<file path="src/inc/ahes_defs.vh">
`ifndef AHES_DEFS_VH
`define AHES_DEFS_VH

// register addresses
`define AHES_ADDR_FRAMER_STAT 8'h00
`define AHES_ADDR_SLIP_CH2_STAT 8'h01
`define AHES_ADDR_FRAMER_MASK 8'h02
`define AHES_ADDR_SLIP_CH2_MASK 8'h03
`define AHES_ADDR_CONFIG 8'h04
`define AHES_ADDR_ES_SRC_MASK 8'h05
`define AHES_ADDR_SUMMARY 8'h06
`define AHES_ADDR_LINE_STAT 8'h07
`define AHES_ADDR_RX_COUNT 8'h08
`define AHES_ADDR_RX_LEN_LO 8'h09
`define AHES_ADDR_RX_LEN_HI 8'h0A
`define AHES_ADDR_RX_ADDR_BYTE 8'h0B
`define AHES_ADDR_RX_FRAME_STAT 8'h0C

// framer_event_status bits
`define AHES_FS_ES 7
`define AHES_FS_SEC 6
`define AHES_FS_LBC 5
`define AHES_FS_RSN 1
`define AHES_FS_RSP 0

// slip_and_channel_two_status bits
`define AHES_SC_XSP 7
`define AHES_SC_XSN 6
`define AHES_SC_RME 5
`define AHES_SC_RFS 4
`define AHES_SC_RDO 3
`define AHES_SC_ALLS 2
`define AHES_SC_XDU 1
`define AHES_SC_RPF 0

// configuration bits
`define AHES_CFG_VIS 0
`define AHES_CFG_PMS 1
`define AHES_CFG_HDLC 2

// errored-second source mask bits
`define AHES_ES_LFA 0
`define AHES_ES_FER 1
`define AHES_ES_CER 2
`define AHES_ES_AIS 3
`define AHES_ES_LOS 4
`define AHES_ES_CVE 5
`define AHES_ES_SLIP 6

// summary bits
`define AHES_SUM_FRAMER 3
`define AHES_SUM_SLIP_CH2 4

// reset values
`define AHES_MASK_RESET 8'hFF
`define AHES_CFG_RESET 8'h04
`define AHES_ES_SRC_RESET 8'h00

// hdlc sizes
`define AHES_POOL_BYTES 6'h20
`define AHES_FRS_DELAY_BYTES 2'h2

// timing
// one second of the 1.544 MHz receive line clock, sized for the 24-bit counter
`define AHES_SEC_TICKS 24'h178F40
// 33.16 ms counted on the 50 MHz system clock
`define AHES_LB_DETECT_CYCLES 24'h194C90

`endif

</file>
<file path="src/rtl/ahes_sec_timer.v">
`timescale 1ns/100ps
`include "ahes_defs.vh"

module ahes_sec_timer #(
    parameter [23:0] SEC_TICKS = `AHES_SEC_TICKS
) (
    input wire i_clk,
    input wire i_resetn,
    input wire i_line_tick,
    input wire [6:0] i_es_src,
    input wire [6:0] i_es_mask,
    output reg o_sec_ff,
    output reg o_es_ff
);
    reg [23:0] cnt_ff;
    reg hit_ff;
    wire expire;
    wire hit_now;

    // counts receive line clock ticks, not the system clock
    assign expire = i_line_tick && (cnt_ff == SEC_TICKS - 24'h000001); // [RULE5]
    assign hit_now = |(i_es_src & i_es_mask); // [RULE3] [RULE4]

    always @(posedge i_clk or negedge i_resetn) begin
        if (!i_resetn) begin
            cnt_ff <= 24'h000000;
            hit_ff <= 1'b0;
            o_sec_ff <= 1'b0;
            o_es_ff <= 1'b0;
        end else begin
            o_sec_ff <= expire;
            // an error on the expiring cycle still counts for that interval
            o_es_ff <= expire && (hit_ff || hit_now); // [RULE3]
            if (expire) begin
                cnt_ff <= 24'h000000;
                hit_ff <= 1'b0;
            end else begin
                if (i_line_tick) begin
                    cnt_ff <= cnt_ff + 24'h000001;
                end
                if (hit_now) begin
                    hit_ff <= 1'b1;
                end
            end
        end
    end
endmodule

</file>
<file path="src/rtl/ahes_top.v">
// Decided for this implementation: the address-and-strobe port and the address map.
`timescale 1ns/100ps
`include "ahes_defs.vh"

// Overview of operation
// RULE1: reading either event status register clears all its bits.
// RULE2: visible-masked option records masked events without interrupt or summary.
// RULE3: errored-second flag set if an enabled source fired this second.
// RULE4: source mask covers lfa, framing, crc, blue, red, code violation, slips.
// RULE5: second-timer flag set at each one-second expiry counted from line clock.
// RULE6: select 0: loop-back flag on pattern held 33.16 ms at low error rate.
// RULE7: loop-back flag also set when the detection state is left.
// RULE8: current loop-back detection state readable in the line status register.
// RULE9: receive clock fast: frame skipped, negative receive slip flag; also in simulation.
// RULE10: receive clock slow: frame repeated, positive receive slip flag; also in simulation.
// RULE11: transmit clock slow: positive transmit slip flag; offset needs no rewrite.
// RULE12: transmit clock fast: negative transmit slip flag; offset needs no rewrite.
// RULE13: message-end flag when short frame or final part stored with status.
// RULE14: byte count gives total length; bits 6:0 give receive fifo occupancy.
// RULE15: frame-start flag two bytes after valid start; address and status latched.
// RULE16: lost receive data sets overflow flag; storing resumes once space frees.
// RULE17: overflow flag raised at once; frame status bit covers that frame only.
// RULE18: all-sent flag in hdlc mode when last bit sent and fifo empty.
// RULE19: fifo empty without message-end command: abort frame, set underrun flag.
// RULE20: after underrun transmitter held reset until second status register read.
// RULE21: pool-full flag when 32 bytes of an incomplete frame are stored.
// RULE22: summary holds one bit per status register with unmasked pending events.
// RULE23: interrupt output high while any set status bit is unmasked.

module ahes_top #(
    parameter [23:0] SEC_TICKS = `AHES_SEC_TICKS,
    parameter [23:0] LB_DETECT_CYC = `AHES_LB_DETECT_CYCLES
) (
    input wire I_CLK,
    input wire I_RESETN,
    input wire [7:0] I_ADDR,
    input wire [7:0] I_WDATA,
    input wire I_WR,
    input wire I_RD,
    output reg [7:0] O_RDATA,
    output wire O_INT,
    input wire I_RX_LINE_TICK,
    input wire I_LFA,
    input wire I_FER,
    input wire I_CER,
    input wire I_AIS,
    input wire I_LOS,
    input wire I_CVE,
    input wire I_LB_PATTERN_OK,
    input wire I_PRBS_CHANGE,
    input wire I_ALARM_SIM,
    input wire I_RX_SLIP_NEG,
    input wire I_RX_SLIP_POS,
    input wire I_TX_SLIP_POS,
    input wire I_TX_SLIP_NEG,
    input wire I_CH2_RX_START,
    input wire I_CH2_RX_BYTE,
    input wire I_CH2_RX_END,
    input wire I_CH2_RX_FIFO_FULL,
    input wire [6:0] I_CH2_RX_FIFO_LEVEL,
    input wire [7:0] I_CH2_RX_ADDR,
    input wire [2:0] I_CH2_RX_STATUS,
    output wire O_CH2_RX_STORE,
    input wire I_CH2_TX_NEED_BYTE,
    input wire I_CH2_TX_FIFO_EMPTY,
    input wire I_CH2_TX_MSG_END_CMD,
    input wire I_CH2_TX_LAST_BIT,
    output reg O_CH2_TX_ABORT,
    output wire O_CH2_TX_ENABLE
);
    reg [7:0] fstat_ff;
    reg [7:0] scstat_ff;
    reg [7:0] fmask_ff;
    reg [7:0] scmask_ff;
    reg [7:0] cfg_ff;
    reg [7:0] es_src_ff;
    reg lb_state_ff;
    reg [23:0] lb_cnt_ff;
    reg [11:0] rx_len_ff;
    reg [5:0] pool_cnt_ff;
    reg [1:0] frs_cnt_ff;
    reg frs_wait_ff;
    reg [7:0] rx_addr_ff;
    reg [2:0] rx_stat_ff;
    reg rx_ovf_frame_ff;
    reg tx_xme_ff;
    reg tx_dis_ff;
    reg [7:0] nxt_fstat;
    reg [7:0] nxt_scstat;
    reg [7:0] fev;
    reg [7:0] scev;
    reg [7:0] rd_mux;
    wire vis;
    wire pms;
    wire hdlc_mode;
    wire sec_pulse;
    wire es_pulse;
    wire [6:0] es_src;
    wire lb_event;
    wire rx_drop;
    wire pool_full;
    wire underrun;
    wire rd_fstat;
    wire rd_scstat;
    wire [7:0] summary;

    // gates an event onto the register: masked events survive only with vis set
    function [7:0] record;
        input [7:0] ev;
        input [7:0] mask;
        input vis_on;
        begin
            record = vis_on ? ev : (ev & ~mask);
        end
    endfunction

    // one decoder for both read-to-clear strobes keeps their address match identical
    function rd_hit;
        input rd;
        input [7:0] addr;
        input [7:0] target;
        begin
            rd_hit = rd && (addr == target);
        end
    endfunction

    assign vis = cfg_ff[`AHES_CFG_VIS];
    assign pms = cfg_ff[`AHES_CFG_PMS];
    assign hdlc_mode = cfg_ff[`AHES_CFG_HDLC];

    assign rd_fstat = rd_hit(I_RD, I_ADDR, `AHES_ADDR_FRAMER_STAT); // [RULE1]
    assign rd_scstat = rd_hit(I_RD, I_ADDR, `AHES_ADDR_SLIP_CH2_STAT); // [RULE1]

    // a slip in any direction counts as one errored-second source
    assign es_src = {I_TX_SLIP_POS | I_TX_SLIP_NEG | I_RX_SLIP_POS | I_RX_SLIP_NEG,
                     I_CVE, I_LOS, I_AIS, I_CER, I_FER, I_LFA}; // [RULE4]

    ahes_sec_timer #(
        .SEC_TICKS(SEC_TICKS)
    ) u_sec (
        .i_clk(I_CLK),
        .i_resetn(I_RESETN),
        .i_line_tick(I_RX_LINE_TICK),
        .i_es_src(es_src),
        .i_es_mask(es_src_ff[6:0]),
        .o_sec_ff(sec_pulse),
        .o_es_ff(es_pulse)
    );

    // loop-back detection: pattern must hold without a break for the full window
    assign lb_event = pms ? I_PRBS_CHANGE :
                      ((!lb_state_ff && I_LB_PATTERN_OK &&
                        (lb_cnt_ff == LB_DETECT_CYC - 24'h000001)) ||
                       (lb_state_ff && !I_LB_PATTERN_OK)); // [RULE6] [RULE7]

    // a break in the pattern drops the state at once, with no hold-off
    always @(posedge I_CLK or negedge I_RESETN) begin
        if (!I_RESETN) begin
            lb_state_ff <= 1'b0;
            lb_cnt_ff <= 24'h000000;
        end else begin
            if (!I_LB_PATTERN_OK) begin
                lb_cnt_ff <= 24'h000000;
                lb_state_ff <= 1'b0; // [RULE7]
            end else if (!lb_state_ff) begin
                if (lb_cnt_ff == LB_DETECT_CYC - 24'h000001) begin
                    lb_state_ff <= 1'b1; // [RULE6]
                    lb_cnt_ff <= 24'h000000;
                end else begin
                    lb_cnt_ff <= lb_cnt_ff + 24'h000001;
                end
            end
        end
    end

    // receive side of channel two
    assign rx_drop = I_CH2_RX_BYTE && I_CH2_RX_FIFO_FULL;
    // storing resumes by itself as soon as the fifo has room again
    assign O_CH2_RX_STORE = I_CH2_RX_BYTE && !I_CH2_RX_FIFO_FULL; // [RULE16]
    assign pool_full = O_CH2_RX_STORE && !I_CH2_RX_END &&
                       (pool_cnt_ff == `AHES_POOL_BYTES - 6'h01); // [RULE21]

    always @(posedge I_CLK or negedge I_RESETN) begin
        if (!I_RESETN) begin
            rx_len_ff <= 12'h000;
            pool_cnt_ff <= 6'h00;
            frs_cnt_ff <= 2'h0;
            frs_wait_ff <= 1'b0;
            rx_addr_ff <= 8'h00;
            rx_stat_ff <= 3'h0;
            rx_ovf_frame_ff <= 1'b0;
        end else begin
            if (I_CH2_RX_START) begin
                rx_len_ff <= 12'h000;
                pool_cnt_ff <= 6'h00;
                frs_cnt_ff <= 2'h0;
                frs_wait_ff <= 1'b1;
                rx_ovf_frame_ff <= 1'b0; // [RULE17]
            end else begin
                if (I_CH2_RX_BYTE) begin
                    // total length counts every byte of the frame, lost or not
                    rx_len_ff <= rx_len_ff + 12'h001; // [RULE14]
                end
                if (rx_drop) begin
                    rx_ovf_frame_ff <= 1'b1; // [RULE17]
                end
                if (pool_full || I_CH2_RX_END) begin
                    pool_cnt_ff <= 6'h00;
                end else if (O_CH2_RX_STORE) begin
                    pool_cnt_ff <= pool_cnt_ff + 6'h01;
                end
                if (frs_wait_ff && I_CH2_RX_BYTE) begin
                    if (frs_cnt_ff == `AHES_FRS_DELAY_BYTES - 2'h1) begin
                        frs_wait_ff <= 1'b0;
                        rx_addr_ff <= I_CH2_RX_ADDR; // [RULE15]
                        rx_stat_ff <= I_CH2_RX_STATUS; // [RULE15]
                    end
                    frs_cnt_ff <= frs_cnt_ff + 2'h1;
                end
                if (I_CH2_RX_END) begin
                    frs_wait_ff <= 1'b0;
                end
            end
        end
    end

    // transmit side of channel two
    assign underrun = I_CH2_TX_NEED_BYTE && I_CH2_TX_FIFO_EMPTY && !tx_xme_ff &&
                      !tx_dis_ff; // [RULE19]
    assign O_CH2_TX_ENABLE = !tx_dis_ff; // [RULE20]

    always @(posedge I_CLK or negedge I_RESETN) begin
        if (!I_RESETN) begin
            tx_xme_ff <= 1'b0;
            tx_dis_ff <= 1'b0;
            O_CH2_TX_ABORT <= 1'b0;
        end else begin
            O_CH2_TX_ABORT <= underrun; // [RULE19]
            if (underrun) begin
                tx_dis_ff <= 1'b1; // [RULE20]
                tx_xme_ff <= 1'b0;
            end else if (rd_scstat) begin
                // a read in the underrun cycle leaves the channel disabled
                tx_dis_ff <= 1'b0; // [RULE20]
            end
            if (!underrun) begin
                if (I_CH2_TX_MSG_END_CMD) begin
                    tx_xme_ff <= 1'b1;
                end else if (I_CH2_TX_LAST_BIT) begin
                    tx_xme_ff <= 1'b0;
                end
            end
        end
    end

    // event collection; the clear by read loses to a same-cycle set
    always @* begin
        fev = 8'h00;
        fev[`AHES_FS_ES] = es_pulse; // [RULE3]
        fev[`AHES_FS_SEC] = sec_pulse; // [RULE5]
        fev[`AHES_FS_LBC] = lb_event; // [RULE6] [RULE7]
        fev[`AHES_FS_RSN] = I_RX_SLIP_NEG || I_ALARM_SIM; // [RULE9]
        fev[`AHES_FS_RSP] = I_RX_SLIP_POS || I_ALARM_SIM; // [RULE10]
        scev = 8'h00;
        // the offset register is left alone on a slip, so no rewrite is needed
        scev[`AHES_SC_XSP] = I_TX_SLIP_POS; // [RULE11]
        scev[`AHES_SC_XSN] = I_TX_SLIP_NEG; // [RULE12]
        scev[`AHES_SC_RME] = I_CH2_RX_END; // [RULE13]
        scev[`AHES_SC_RFS] = frs_wait_ff && I_CH2_RX_BYTE && !I_CH2_RX_START &&
                             (frs_cnt_ff == `AHES_FRS_DELAY_BYTES - 2'h1); // [RULE15]
        scev[`AHES_SC_RDO] = rx_drop; // [RULE16] [RULE17]
        scev[`AHES_SC_ALLS] = hdlc_mode && I_CH2_TX_LAST_BIT && I_CH2_TX_FIFO_EMPTY; // [RULE18]
        scev[`AHES_SC_XDU] = underrun; // [RULE19]
        scev[`AHES_SC_RPF] = pool_full; // [RULE21]
        nxt_fstat = (rd_fstat ? 8'h00 : fstat_ff) | record(fev, fmask_ff, vis); // [RULE1] [RULE2]
        nxt_scstat = (rd_scstat ? 8'h00 : scstat_ff) |
                     record(scev, scmask_ff, vis); // [RULE1] [RULE2]
    end

    // masked bits stay out of the summary and the interrupt even when recorded
    assign summary = {3'h0, |(scstat_ff & ~scmask_ff), |(fstat_ff & ~fmask_ff), 3'h0}; // [RULE22]
    assign O_INT = summary[`AHES_SUM_FRAMER] || summary[`AHES_SUM_SLIP_CH2]; // [RULE23]

    always @(posedge I_CLK or negedge I_RESETN) begin
        if (!I_RESETN) begin
            fstat_ff <= 8'h00;
            scstat_ff <= 8'h00;
            fmask_ff <= `AHES_MASK_RESET;
            scmask_ff <= `AHES_MASK_RESET;
            cfg_ff <= `AHES_CFG_RESET;
            es_src_ff <= `AHES_ES_SRC_RESET;
        end else begin
            fstat_ff <= nxt_fstat;
            scstat_ff <= nxt_scstat;
            // the status registers take no writes; only a read clears them
            if (I_WR) begin
                case (I_ADDR)
                    `AHES_ADDR_FRAMER_MASK: begin
                        fmask_ff <= I_WDATA;
                    end
                    `AHES_ADDR_SLIP_CH2_MASK: begin
                        scmask_ff <= I_WDATA;
                    end
                    `AHES_ADDR_CONFIG: begin
                        cfg_ff <= {5'h00, I_WDATA[2:0]};
                    end
                    `AHES_ADDR_ES_SRC_MASK: begin
                        es_src_ff <= {1'b0, I_WDATA[6:0]};
                    end
                    default: begin
                    end
                endcase
            end
        end
    end

    // read mux; unmapped addresses answer zero
    always @* begin
        case (I_ADDR)
            `AHES_ADDR_FRAMER_STAT: rd_mux = fstat_ff;
            `AHES_ADDR_SLIP_CH2_STAT: rd_mux = scstat_ff;
            `AHES_ADDR_FRAMER_MASK: rd_mux = fmask_ff;
            `AHES_ADDR_SLIP_CH2_MASK: rd_mux = scmask_ff;
            `AHES_ADDR_CONFIG: rd_mux = cfg_ff;
            `AHES_ADDR_ES_SRC_MASK: rd_mux = es_src_ff;
            `AHES_ADDR_SUMMARY: rd_mux = summary; // [RULE22]
            `AHES_ADDR_LINE_STAT: rd_mux = {7'h00, lb_state_ff}; // [RULE8]
            `AHES_ADDR_RX_COUNT: rd_mux = {1'b0, I_CH2_RX_FIFO_LEVEL}; // [RULE14]
            `AHES_ADDR_RX_LEN_LO: rd_mux = rx_len_ff[7:0]; // [RULE14]
            `AHES_ADDR_RX_LEN_HI: rd_mux = {4'h0, rx_len_ff[11:8]};
            `AHES_ADDR_RX_ADDR_BYTE: rd_mux = rx_addr_ff;
            // overflow bit belongs to the frame in progress, unlike the event flag
            `AHES_ADDR_RX_FRAME_STAT: rd_mux = {3'h0, rx_ovf_frame_ff, rx_stat_ff, 1'b0};
            default: rd_mux = 8'h00;
        endcase
    end

    // read data stand only in the cycle after the strobe
    always @(posedge I_CLK or negedge I_RESETN) begin
        if (!I_RESETN) begin
            O_RDATA <= 8'h00;
        end else begin
            O_RDATA <= I_RD ? rd_mux : 8'h00;
        end
    end
endmodule
</file>
<file path="config.mk">
export PLATFORM = sky130hd
export DESIGN_NAME = ahes_top
export DESIGN_NICKNAME = d
export VERILOG_FILES = /design/src/rtl/ahes_sec_timer.v /design/src/rtl/ahes_top.v
export VERILOG_INCLUDE_DIRS = /design/src /design/src/inc
export SDC_FILE = /design/constraint.sdc
export NUM_CORES = 1
export LEC_CHECK = 0
export BUFFER_PORTS_ARGS = -buffer_cell sky130_fd_sc_hd__buf_2
export CAP_MARGIN = 20
export CORE_ASPECT_RATIO = 0.8
export CORE_MARGIN = 8
export CORE_UTILIZATION = 35
export DETAILED_ROUTE_END_ITERATION = 12
export PLACE_DENSITY = 0.57
export SLEW_MARGIN = 20
export SYNTH_ARGS = -nofsm -noshare
export SYNTH_HDL_FRONTEND = slang
export SYNTH_HIERARCHICAL = 1
export SYNTH_SLANG_ARGS = --single-unit
</file>
<file path="constraint.sdc">
create_clock -name I_CLK -period 3.4 [get_ports I_CLK]
set_clock_uncertainty 0.1 [all_clocks]
set_input_delay 0.34 -clock I_CLK [delete_from_list [all_inputs] [get_ports I_CLK]]
set_output_delay 0.34 -clock I_CLK [all_outputs]
set_load 0.005 [all_outputs]
</file>
### Word-level counts from Yosys, hierarchy flattened

Index checks and enable logic that the tools add are counted.
W data, S select, Z words.

| storage, ports and cells | value |
|---|---|
| register bits | 138 |
| input port bits | 60 |
| output and inout bits | 12 |
| logic and storage cells | 145 |

| cells by class | value |
|---|---|
| $add $sub $neg | 5 |
| equal/unequal tests | 17 |
| mux-type cells | 36 |
| bitwise gates (word level) | 13 |
| reduce and logical (&&, ||, !) cells | 51 |

Operator list:

| kind | count |
|---|---|
| $mux W24 | 5 |
| $pmux W8 S13 | 1 |
| $add A24 B1 Y24 const B | 2 |
| $eq A24 B21 Y1 const B | 2 |
| $eq A8 B4 Y1 const B | 5 |
| $mux W8 | 5 |
| $and A8 B8 Y8 | 4 |
| $eq A8 B3 Y1 const B | 4 |
| $mux W12 | 2 |
| $logic_and A1 B1 Y1 | 19 |
| $mux W1 | 18 |
| $mux W6 | 3 |
| $eq A8 B2 Y1 const B | 2 |
| $not A8 Y8 | 2 |
| $or A8 B8 Y8 | 2 |
| $reduce_or A8 Y1 | 2 |
| $add A12 B1 Y12 const B | 1 |
| $reduce_bool A2 Y1 | 6 |
| $reduce_and A2 Y1 | 5 |
| $reduce_bool A3 Y1 | 3 |
| $eq A8 B1 Y1 const B | 1 |
| $logic_not A8 Y1 | 1 |
| $and A7 B7 Y7 | 1 |
| $logic_not A1 Y1 | 7 |
| 11 further kinds | 19 |

### Depth between registers and ports, before layout

Gate-level depths: netlist (run 1).

| logic depth | value |
|---|---|
| depth in word-level cells | 8 |
| depth in mapped cells | 8 |
| mapped depth without buffers | 6 |

### By module

Netlist (run 1), hierarchy kept.

By module, submodules not included:

| module | times used | cells an instance | area an instance (um^2) | sequential area each (um^2) |
|---|---|---|---|---|
| ahes_top | 1 | 575 | 5785.5 | 2723.9 |
| ahes_sec_timer | 1 | 142 | 1356.3 | 675.6 |

### Worst setup path after synthesis (run 1)

OpenSTA, ideal clock, no wires.

| path | value |
|---|---|
| path kind | in2reg |
| from | in I_ADDR[5] |
| to | reg es_src_ff[0] |
| arrival | 1891 ps |
| data required time | 3175 ps |
| path slack | 1284 ps |
| cell stages on the path | 6 |
| buffers on the path | 2 |
| cells stage by stage | or4_4 > buf_6 > nor3_4 > and3_1 > buf_6 > mux2_4 |

| between the ends | value |
|---|---|
| word-level cells in the longest chain between the ends | 2 |

RTL lines:

| what | line | text |
|---|---|---|
| from (decl) | ahes_top.v:36 | `input wire [7:0] I_ADDR,` |
| $eq A8 B3 Y1 | ahes_top.v:297 | `case (I_ADDR)` |
| $reduce_and A2 Y1 (no line) | - |  |
| to (signal assigned) | ahes_top.v:291 | `` es_src_ff <= `AHES_ES_SRC_RESET; `` |
| to (signal assigned) | ahes_top.v:308 | `es_src_ff <= {1'b0, I_WDATA[6:0]};` |
| to (decl) | ahes_top.v:76 | `reg [7:0] es_src_ff;` |

Every way passes these cells.
A chain may end at the register's enable or synchronous reset.

### Final worst setup path (run 1)

| path | value |
|---|---|
| from | reg lb_cnt_ff[13] |
| to | reg fstat_ff[5] |

| between the ends | value |
|---|---|
| word-level cells in the longest chain between the ends | 7 |

RTL lines:

| what | line | text |
|---|---|---|
| from (decl) | ahes_top.v:78 | `reg [23:0] lb_cnt_ff;` |
| from (signal assigned) | ahes_top.v:170 | `lb_cnt_ff <= lb_cnt_ff + 24'h000001;` |
| $eq A24 B21 Y1 * | ahes_top.v:153 | `(lb_cnt_ff == LB_DETECT_CYC - 24'h000001)) \|\|` |
| $logic_and A1 B1 Y1 * | ahes_top.v:152 | `((!lb_state_ff && I_LB_PATTERN_OK &&` |
| $logic_or A1 B1 Y1 * | ahes_top.v:153 |  |
| $mux W1 * | ahes_top.v:151 | `assign lb_event = pms ? I_PRBS_CHANGE :` |
| $and A8 B8 Y8 | ahes_top.v:113 | `record = vis_on ? ev : (ev & ~mask);` |
| $mux W8 * | ahes_top.v:113 |  |
| $or A8 B8 Y8 * | ahes_top.v:275 | `nxt_fstat = (rd_fstat ? 8'h00 : fstat_ff) \| record(fev, fmask_ff, vis);` |
| via nxt_fstat[5] | ahes_top.v:88 | `reg [7:0] nxt_fstat;` |
| to (signal assigned) | ahes_top.v:293 | `fstat_ff <= nxt_fstat;` |
| to (decl) | ahes_top.v:71 | `reg [7:0] fstat_ff;` |

Mark *: on every way through the listed nets, which the timed path passes. The rest lies on a longest branch.

==> impl_metrics.env, run 1 <==
export IMPL_final_common_cell="dfrtp_1"
export IMPL_h_tree_depth=4
export IMPL_core_area_sq_um=19910
export IMPL_holdWs_ns=0.04338
export IMPL_p_total_mw=4.147
export IMPL_chipWidth_um=175.7
export IMPL_syn_inst=717
export IMPL_cp_cell_sequence="nor4_2 > nand4_1 > or4_1 > o31ai_2 > a32o_1"
export IMPL_wl_per_cell_um=18.66
export IMPL_clockBufferDepth=2
export IMPL_port_buffers=71
export IMPL_drc=0
export IMPL_post_place_ws_ns=0.9518
export IMPL_p_per_area_nw_per_um2=496.4
export IMPL_arrival_ns=2.71
export IMPL_cts_root_buf="clkbuf_16"
export IMPL_dieHeight_um=143.8
export IMPL_comb_power_share_pct=9.1
export IMPL_synthSimpleGateAreaFrac_pct=22.21
export IMPL_finalCriticalPeriod_ns=2.445
export IMPL_cpMaxStageDelayCell="or4_1"
export IMPL_seq_area_frac_synth_pct=47.60
export IMPL_cp_start_kind="flip-flop"
export IMPL_synth_compound_area_share_pct=12.51
export IMPL_cp_end_kind="flip-flop"
export IMPL_criticalPathCategory="reg2reg"
export IMPL_final_cell_mix="dfrtp_1 (118), buf_2 (70), nand2_1 (60), nor2_1 (47), nand3_1 (45)"
export IMPL_worstMarginPinSlew_ns=0.8851
export IMPL_fmax_ghz=0.4091
export IMPL_drive_above_1_share_pct=23.61
export IMPL_grt_first_pass_wirelength_mm=31.21
export IMPL_antenna_found_initial=0
export IMPL_dp_cells=1023
export IMPL_synthToLayoutAreaGrowth_pct=16.98
export IMPL_peakVddDrop_uv=335.1
export IMPL_clkSinkCount=135
export IMPL_p_int_mw=3.070
export IMPL_grt_overflow=0
export IMPL_grt_use_total_pct=15.63
export IMPL_synthFlopType="dfrtp_1"
export IMPL_rows=46
export IMPL_p_clk_share_pct=45.7
export IMPL_grt_pass1_vias=5474
export IMPL_final_core_util_pct=41.95
export IMPL_setup_violations=0
export IMPL_swShare_pct=25.99
export IMPL_slowest_delay_ns=0.87
export IMPL_required_ns=3.66
export IMPL_synth_top_family_by_area="simple AND/OR/NAND/NOR gates"
export IMPL_async_flop_share_pct=100.0
export IMPL_ys_ff_latch=135
export IMPL_antennaDiodeCount=0
export IMPL_rsz0062_at_grt="false"
export IMPL_syn_cell_area_sq_um=7142
export IMPL_routabilityCongestion=0.8905
export IMPL_grt_max_degree=67
export IMPL_hold_class="in2reg"
export IMPL_maxSlewHeadroom_pct=40.19
export IMPL_hold_violations=0
export IMPL_drt_wl_total_mm=19.71
export IMPL_antenna_left=0
export IMPL_dr_total_vias=5819
export IMPL_nets=844
export IMPL_sequentialPowerShare_pct=45.2
export IMPL_firstDrtPassIters=5
export IMPL_p_leak_nw=3.611
export IMPL_finalMaxSlewViolations=0
export IMPL_via_per_inst=5.510
export IMPL_final_cell_area_sq_um=8354
export IMPL_io_pins=72
export IMPL_synth_edf_count=0
export IMPL_cts_tree="yes"
export IMPL_yosys_warnings=6
export IMPL_path_clk_slew_ns=0.06
export IMPL_start_util_pct=35.86
export IMPL_status="finished, final reports clean"
export IMPL_synth_mux_area_share_pct=8.795
export IMPL_die_area_sq_um=25260
export IMPL_hpwl_mm=13.96
export IMPL_maxCapViolations=0
export IMPL_cts_buffers=17
export IMPL_setup_ws_ns=0.9554
export IMPL_cts_resized=0
export IMPL_place_area_sq_um=7737
export IMPL_synth_avg_cell_area_sq_um=9.961
export IMPL_setup_tns_ns=0
export IMPL_synth_adder_area_share_pct=0.8760
export IMPL_syn_nets=782
export IMPL_fin_crit_sh_pct=71.90
export IMPL_worstPathMaxFanout=18
export IMPL_first_iter_violations=594
export IMPL_ys_types=72
export IMPL_stdcell_count=1056
export IMPL_synth_xor_area_share_pct=4.170
export IMPL_p_sw_mw=1.078
export IMPL_clock_latency_ns=0.42
==> worst max-delay path: cells and delay by family, from the launching register on <==
family | cells | cell delay, ns
and+or+nand+nor | 3 | 1.32
AOI/OAI and AO/OA | 2 | 0.49
DFF | 1 | 0.46
==> cell usage after synthesis (12+ instances only) <==
library cell	instances	area (sq um)
xnor2_1	15	131.4
mux2i_1	14	140.1
o21ai_0	28	140.1
nor2_1	47	176.4
clkbuf_1	22	82.58
dfstp_2	17	446.7
inv_1	26	97.59
dfrtp_1	118	2953
o22ai_1	12	75.07
and3_1	16	100.1
nor3_1	12	60.06
nand2_1	60	225.2
xor2_1	19	166.4
a21oi_1	37	185.2
nand4_1	24	150.1
nand3_1	45	225.2
or4_1	14	105.1
mux2_2	33	371.6
==> kinds of logic (layout without fill, tap and decap cells) <==
kind of cell | after synthesis | after routing
DFF | 135 | 135
buffers and inverters | 64 | 139
and+or+nand+nor | 288 | 288
AOI/OAI and AO/OA | 136 | 136
xor gates and xnor gates | 34 | 34
muxes | 55 | 55
adders and majority gates | 5 | 5
==> routing by layer <==
layer | up-vias | wire length [um] | track usage (%)
met5 | - | 0 | 0
met4 | 0 | 204 | 4.363
met3 | 14 | 1206 | 3.934
met2 | 176 | 7914 | 20.04
met1 | 2868 | 10380 | 24.61
li1 | 2761 | - | -
==> final cells by class <==
class / instances / area, sq um
clock buffers: 20 / 466.7
clock inverters: 12 / 140.1
fillers: 1970 / 11560
inverters: 26 / 97.59
multi-input cells: 518 / 3468
flip-flops and latches: 135 / 3400
well taps: 264 / 330.3
repair buffers: 81 / 451.7
==> path summary, 6_finish.rpt <==
| path | from | to | slack (ns) | cells past startpoint |
|---|---|---|---|---|
| worst min register to register | u_sec/o_sec_ff | fstat_ff[6] | 0.37 | 1 |
| max in group asynchronous | I_RESETN | O_RDATA[1] | 2.01 | 3 |
| min in group asynchronous | I_RESETN | lb_cnt_ff[17] | 0.39 | 2 |
| worst max-delay path | lb_cnt_ff[13] | fstat_ff[5] | 0.96 | 5 |
| worst max register to register | lb_cnt_ff[13] | fstat_ff[5] | 0.96 | 5 |
| worst min-delay path | I_CH2_TX_MSG_END_CMD | tx_xme_ff | 0.04 | 3 |
==> flip-flops by register name, summed over array words and instances (netlist names), 6 cells and up <==
signal	cells
lb_cnt_ff	24
u_sec/cnt_ff	24
rx_len_ff	12
O_RDATA	8
fmask_ff	8
record.mask	8
rx_addr_ff	8
scstat_ff	8
es_src_ff	7
pool_cnt_ff	6
==> power groups by stage <==
| stage | clock network (mW) | logic, mW | registers (mW) |
|---|---|---|---|
| floorplan | 0 | 0.247 | 1.85 |
| global placement | 0 | 0.374 | 1.90 |
| detailed placement | 0 | 0.381 | 1.90 |
| CTS | 1.93 | 0.383 | 1.87 |
| global route | 2.00 | 0.425 | 1.89 |
| finish | 1.89 | 0.378 | 1.87 |
==> what timing repair did <==
| action | 4_1_cts | 5_1_grt |
|---|---|---|
| buffers inserted | 0 | 0 |
| hold buffers | 1 | 0 |
| hold endpoints to repair | 64 | 0 |
Power figures use the tool's default switching activity.
==> run 2: changes to the inputs <==
- clock period: 3.4 -> 2.4 ns (I/O delays scaled with it)
==> run 2 against run 1 <==
Against the previous run: final cell count is 4.3% higher; count of clock-buffer cells in the layout fell by 3; core utilization increased by 2.2 points; hold slack got worse by 0.0070 ns; via count grew 2.9%; highest routed layer unchanged; design area up 5.1%; non-clock buffer count increased by 45; critical path depth is 1 higher; first-iteration DRC count shrank 2.0%.
==> impl_metrics.env, run 2 (synthesis results as in run 1) <==
export IMPL_clkSinkCount=135
export IMPL_slowest_delay_ns=0.54
export IMPL_met3WireLength_mm=1.332
export IMPL_h_tree_depth=4
export IMPL_cts_setup_buffers=0
export IMPL_fmax_ghz=0.4693
export IMPL_grt_pass1_vias=5893
export IMPL_p_per_area_nw_per_um2=694.7
export IMPL_grt_max_degree=58
export IMPL_wl_per_cell_um=18.37
export IMPL_cts_buffers=17
export IMPL_maxCapViolations=0
export IMPL_core_area_sq_um=19910
export IMPL_rsz0062_at_grt="false"
export IMPL_rows=46
export IMPL_cp_start_kind="flip-flop"
export IMPL_clockBufferDepth=2
export IMPL_rr_startpoint="lb_cnt_ff[13]"
export IMPL_firstDrtPassIters=5
export IMPL_m1WireLength_mm=10.47
export IMPL_grt_overflow=0
export IMPL_cts_root_buf="clkbuf_16"
export IMPL_antennaDiodeCount=0
export IMPL_antenna_left=0
export IMPL_hold_class="in2reg"
export IMPL_cts_hold_buf=20
export IMPL_chipWidth_um=175.7
export IMPL_dieHeight_um=143.8
export IMPL_arrival_ns=2.39
export IMPL_start_util_pct=35.86
export IMPL_top_layer_used="met4"
export IMPL_crit_reg2reg_capture="fstat_ff[5]"
export IMPL_final_core_util_pct=44.11
export IMPL_final_cell_mix="dfrtp_1 (118), buf_2 (70), nand2_1 (60), nor2_1 (47), nand3_1 (45)"
export IMPL_setup_violations=0
export IMPL_largestRegisters="lb_cnt_ff: 24 flops, u_sec/cnt_ff: 24 flops, rx_len_ff: 12 flops"
export IMPL_finalCriticalPeriod_ns=2.131
export IMPL_timing_reg2reg_setup_slack_ns=0.27
export IMPL_stdcell_count=1101
export IMPL_first_iter_violations=582
export IMPL_ff2ff_path_depth=6
export IMPL_cp_cell_sequence="nor4_2 > nand4_1 > or4_1 > buf_4 > o31ai_2 > a32o_1"
export IMPL_worstMarginPinSlew_ns=0.5891
export IMPL_hold_violations=0
export IMPL_dr_total_vias=5987
export IMPL_die_area_sq_um=25260
export IMPL_required_ns=2.66
export IMPL_finalMaxSlewViolations=0
export IMPL_via_per_inst=5.438
export IMPL_worstPathMaxFanout=6
export IMPL_io_pins=72
export IMPL_final_common_cell="dfrtp_1"
export IMPL_path_clk_slew_ns=0.06
export IMPL_critical_path_buf_inv_count=1
export IMPL_hold_end="frs_cnt_ff[0]"
export IMPL_clock_latency_ns=0.42
export IMPL_peakVddDrop_uv=422.7
export IMPL_port_buffers=71
export IMPL_criticalPathCategory="reg2reg"
export IMPL_path_delay_family="simple AND/OR/NAND/NOR gates"
export IMPL_dp_cells=1049
export IMPL_drc=0
export IMPL_routabilityCongestion=0.8883
export IMPL_holdPathStages=2
export IMPL_status="finished, final reports clean"
export IMPL_cp_end_kind="flip-flop"
export IMPL_grt_first_pass_wirelength_mm=32.71
export IMPL_fin_crit_sh_pct=88.79
export IMPL_hold_start="I_CH2_RX_START"
export IMPL_cpMaxStageDelayCell="or4_1"
export IMPL_cts_resized=0
export IMPL_hpwl_mm=14.56
export IMPL_cts_tree="yes"
export IMPL_drive_above_1_share_pct=25.45
export IMPL_p_leak_nw=3.845
export IMPL_synthToLayoutAreaGrowth_pct=22.99
export IMPL_dr_wl_met2_mm=8.192
export IMPL_nets=889
export IMPL_drt_wl_total_mm=20.23
export IMPL_antenna_found_initial=0
export IMPL_grt_use_total_pct=16.34
export IMPL_setup_tns_ns=0
export IMPL_maxSlewHeadroom_pct=60.69
## run 2: cell count changes in the layout (fill, tap and decap cells not counted), sizes merged
cell,change
dlygate4sd3,+19
clkbuf,-3
clkinvlp,-1
buf,+26
inv,+3
bufinv,+2
clkinv,-1
## run 2: power breakdown
group	internal (mW)	switching, mW	leakage [nW]
logic	0.288	0.301	1.82
registers	2.47	0.187	1.72
clock network	1.76	1.09	0.307
## run 2: worst max-delay path by stage
stage | start | endpoint | slack [ns] | cells past startpoint
floorplan | lb_cnt_ff[13] | lb_cnt_ff[14] | 0.37 | 7
global placement | I_ADDR[5] | es_src_ff[1] | 0.24 | 6
detailed placement | I_ADDR[5] | es_src_ff[6] | 0.23 | 6
CTS | lb_cnt_ff[13] | fstat_ff[5] | 0.26 | 6
global route | record.mask[3] | O_INT | 0.15 | 4
finish | lb_cnt_ff[13] | fstat_ff[5] | 0.27 | 6
## run 2: layout make-up
cell class	count	area [sq um]
Tap cell	264	330.3
Sequential cell	135	3400
Clock inverter	15	212.7
Clock buffer	17	425.4
Fill cell	1947	11130
Multi-Input combinational cell	518	3468
Inverter	26	97.59
Timing Repair Buffer	126	849.6
## run 2: metal layers
metal	vias to the layer above	track usage (%)
li1	2850	-
met1	2938	24.77
met2	179	22.04
met3	20	4.170
met4	0	4.720
met5	-	0
## run 2: through the flow
step	cell area, sq um	power [mW]	hold slack, ns	setup WS, ns
floorplan	7142	2.968	-0.1556	0.3738
detailed placement	7945	3.252	0.1679	0.2269
global placement	7945	3.241	0.1608	0.2433
CTS	8783	6.153	0.01101	0.2560
finish	8783	6.102	0.03640	0.2690
global route	8783	6.355	0.03281	0.1453
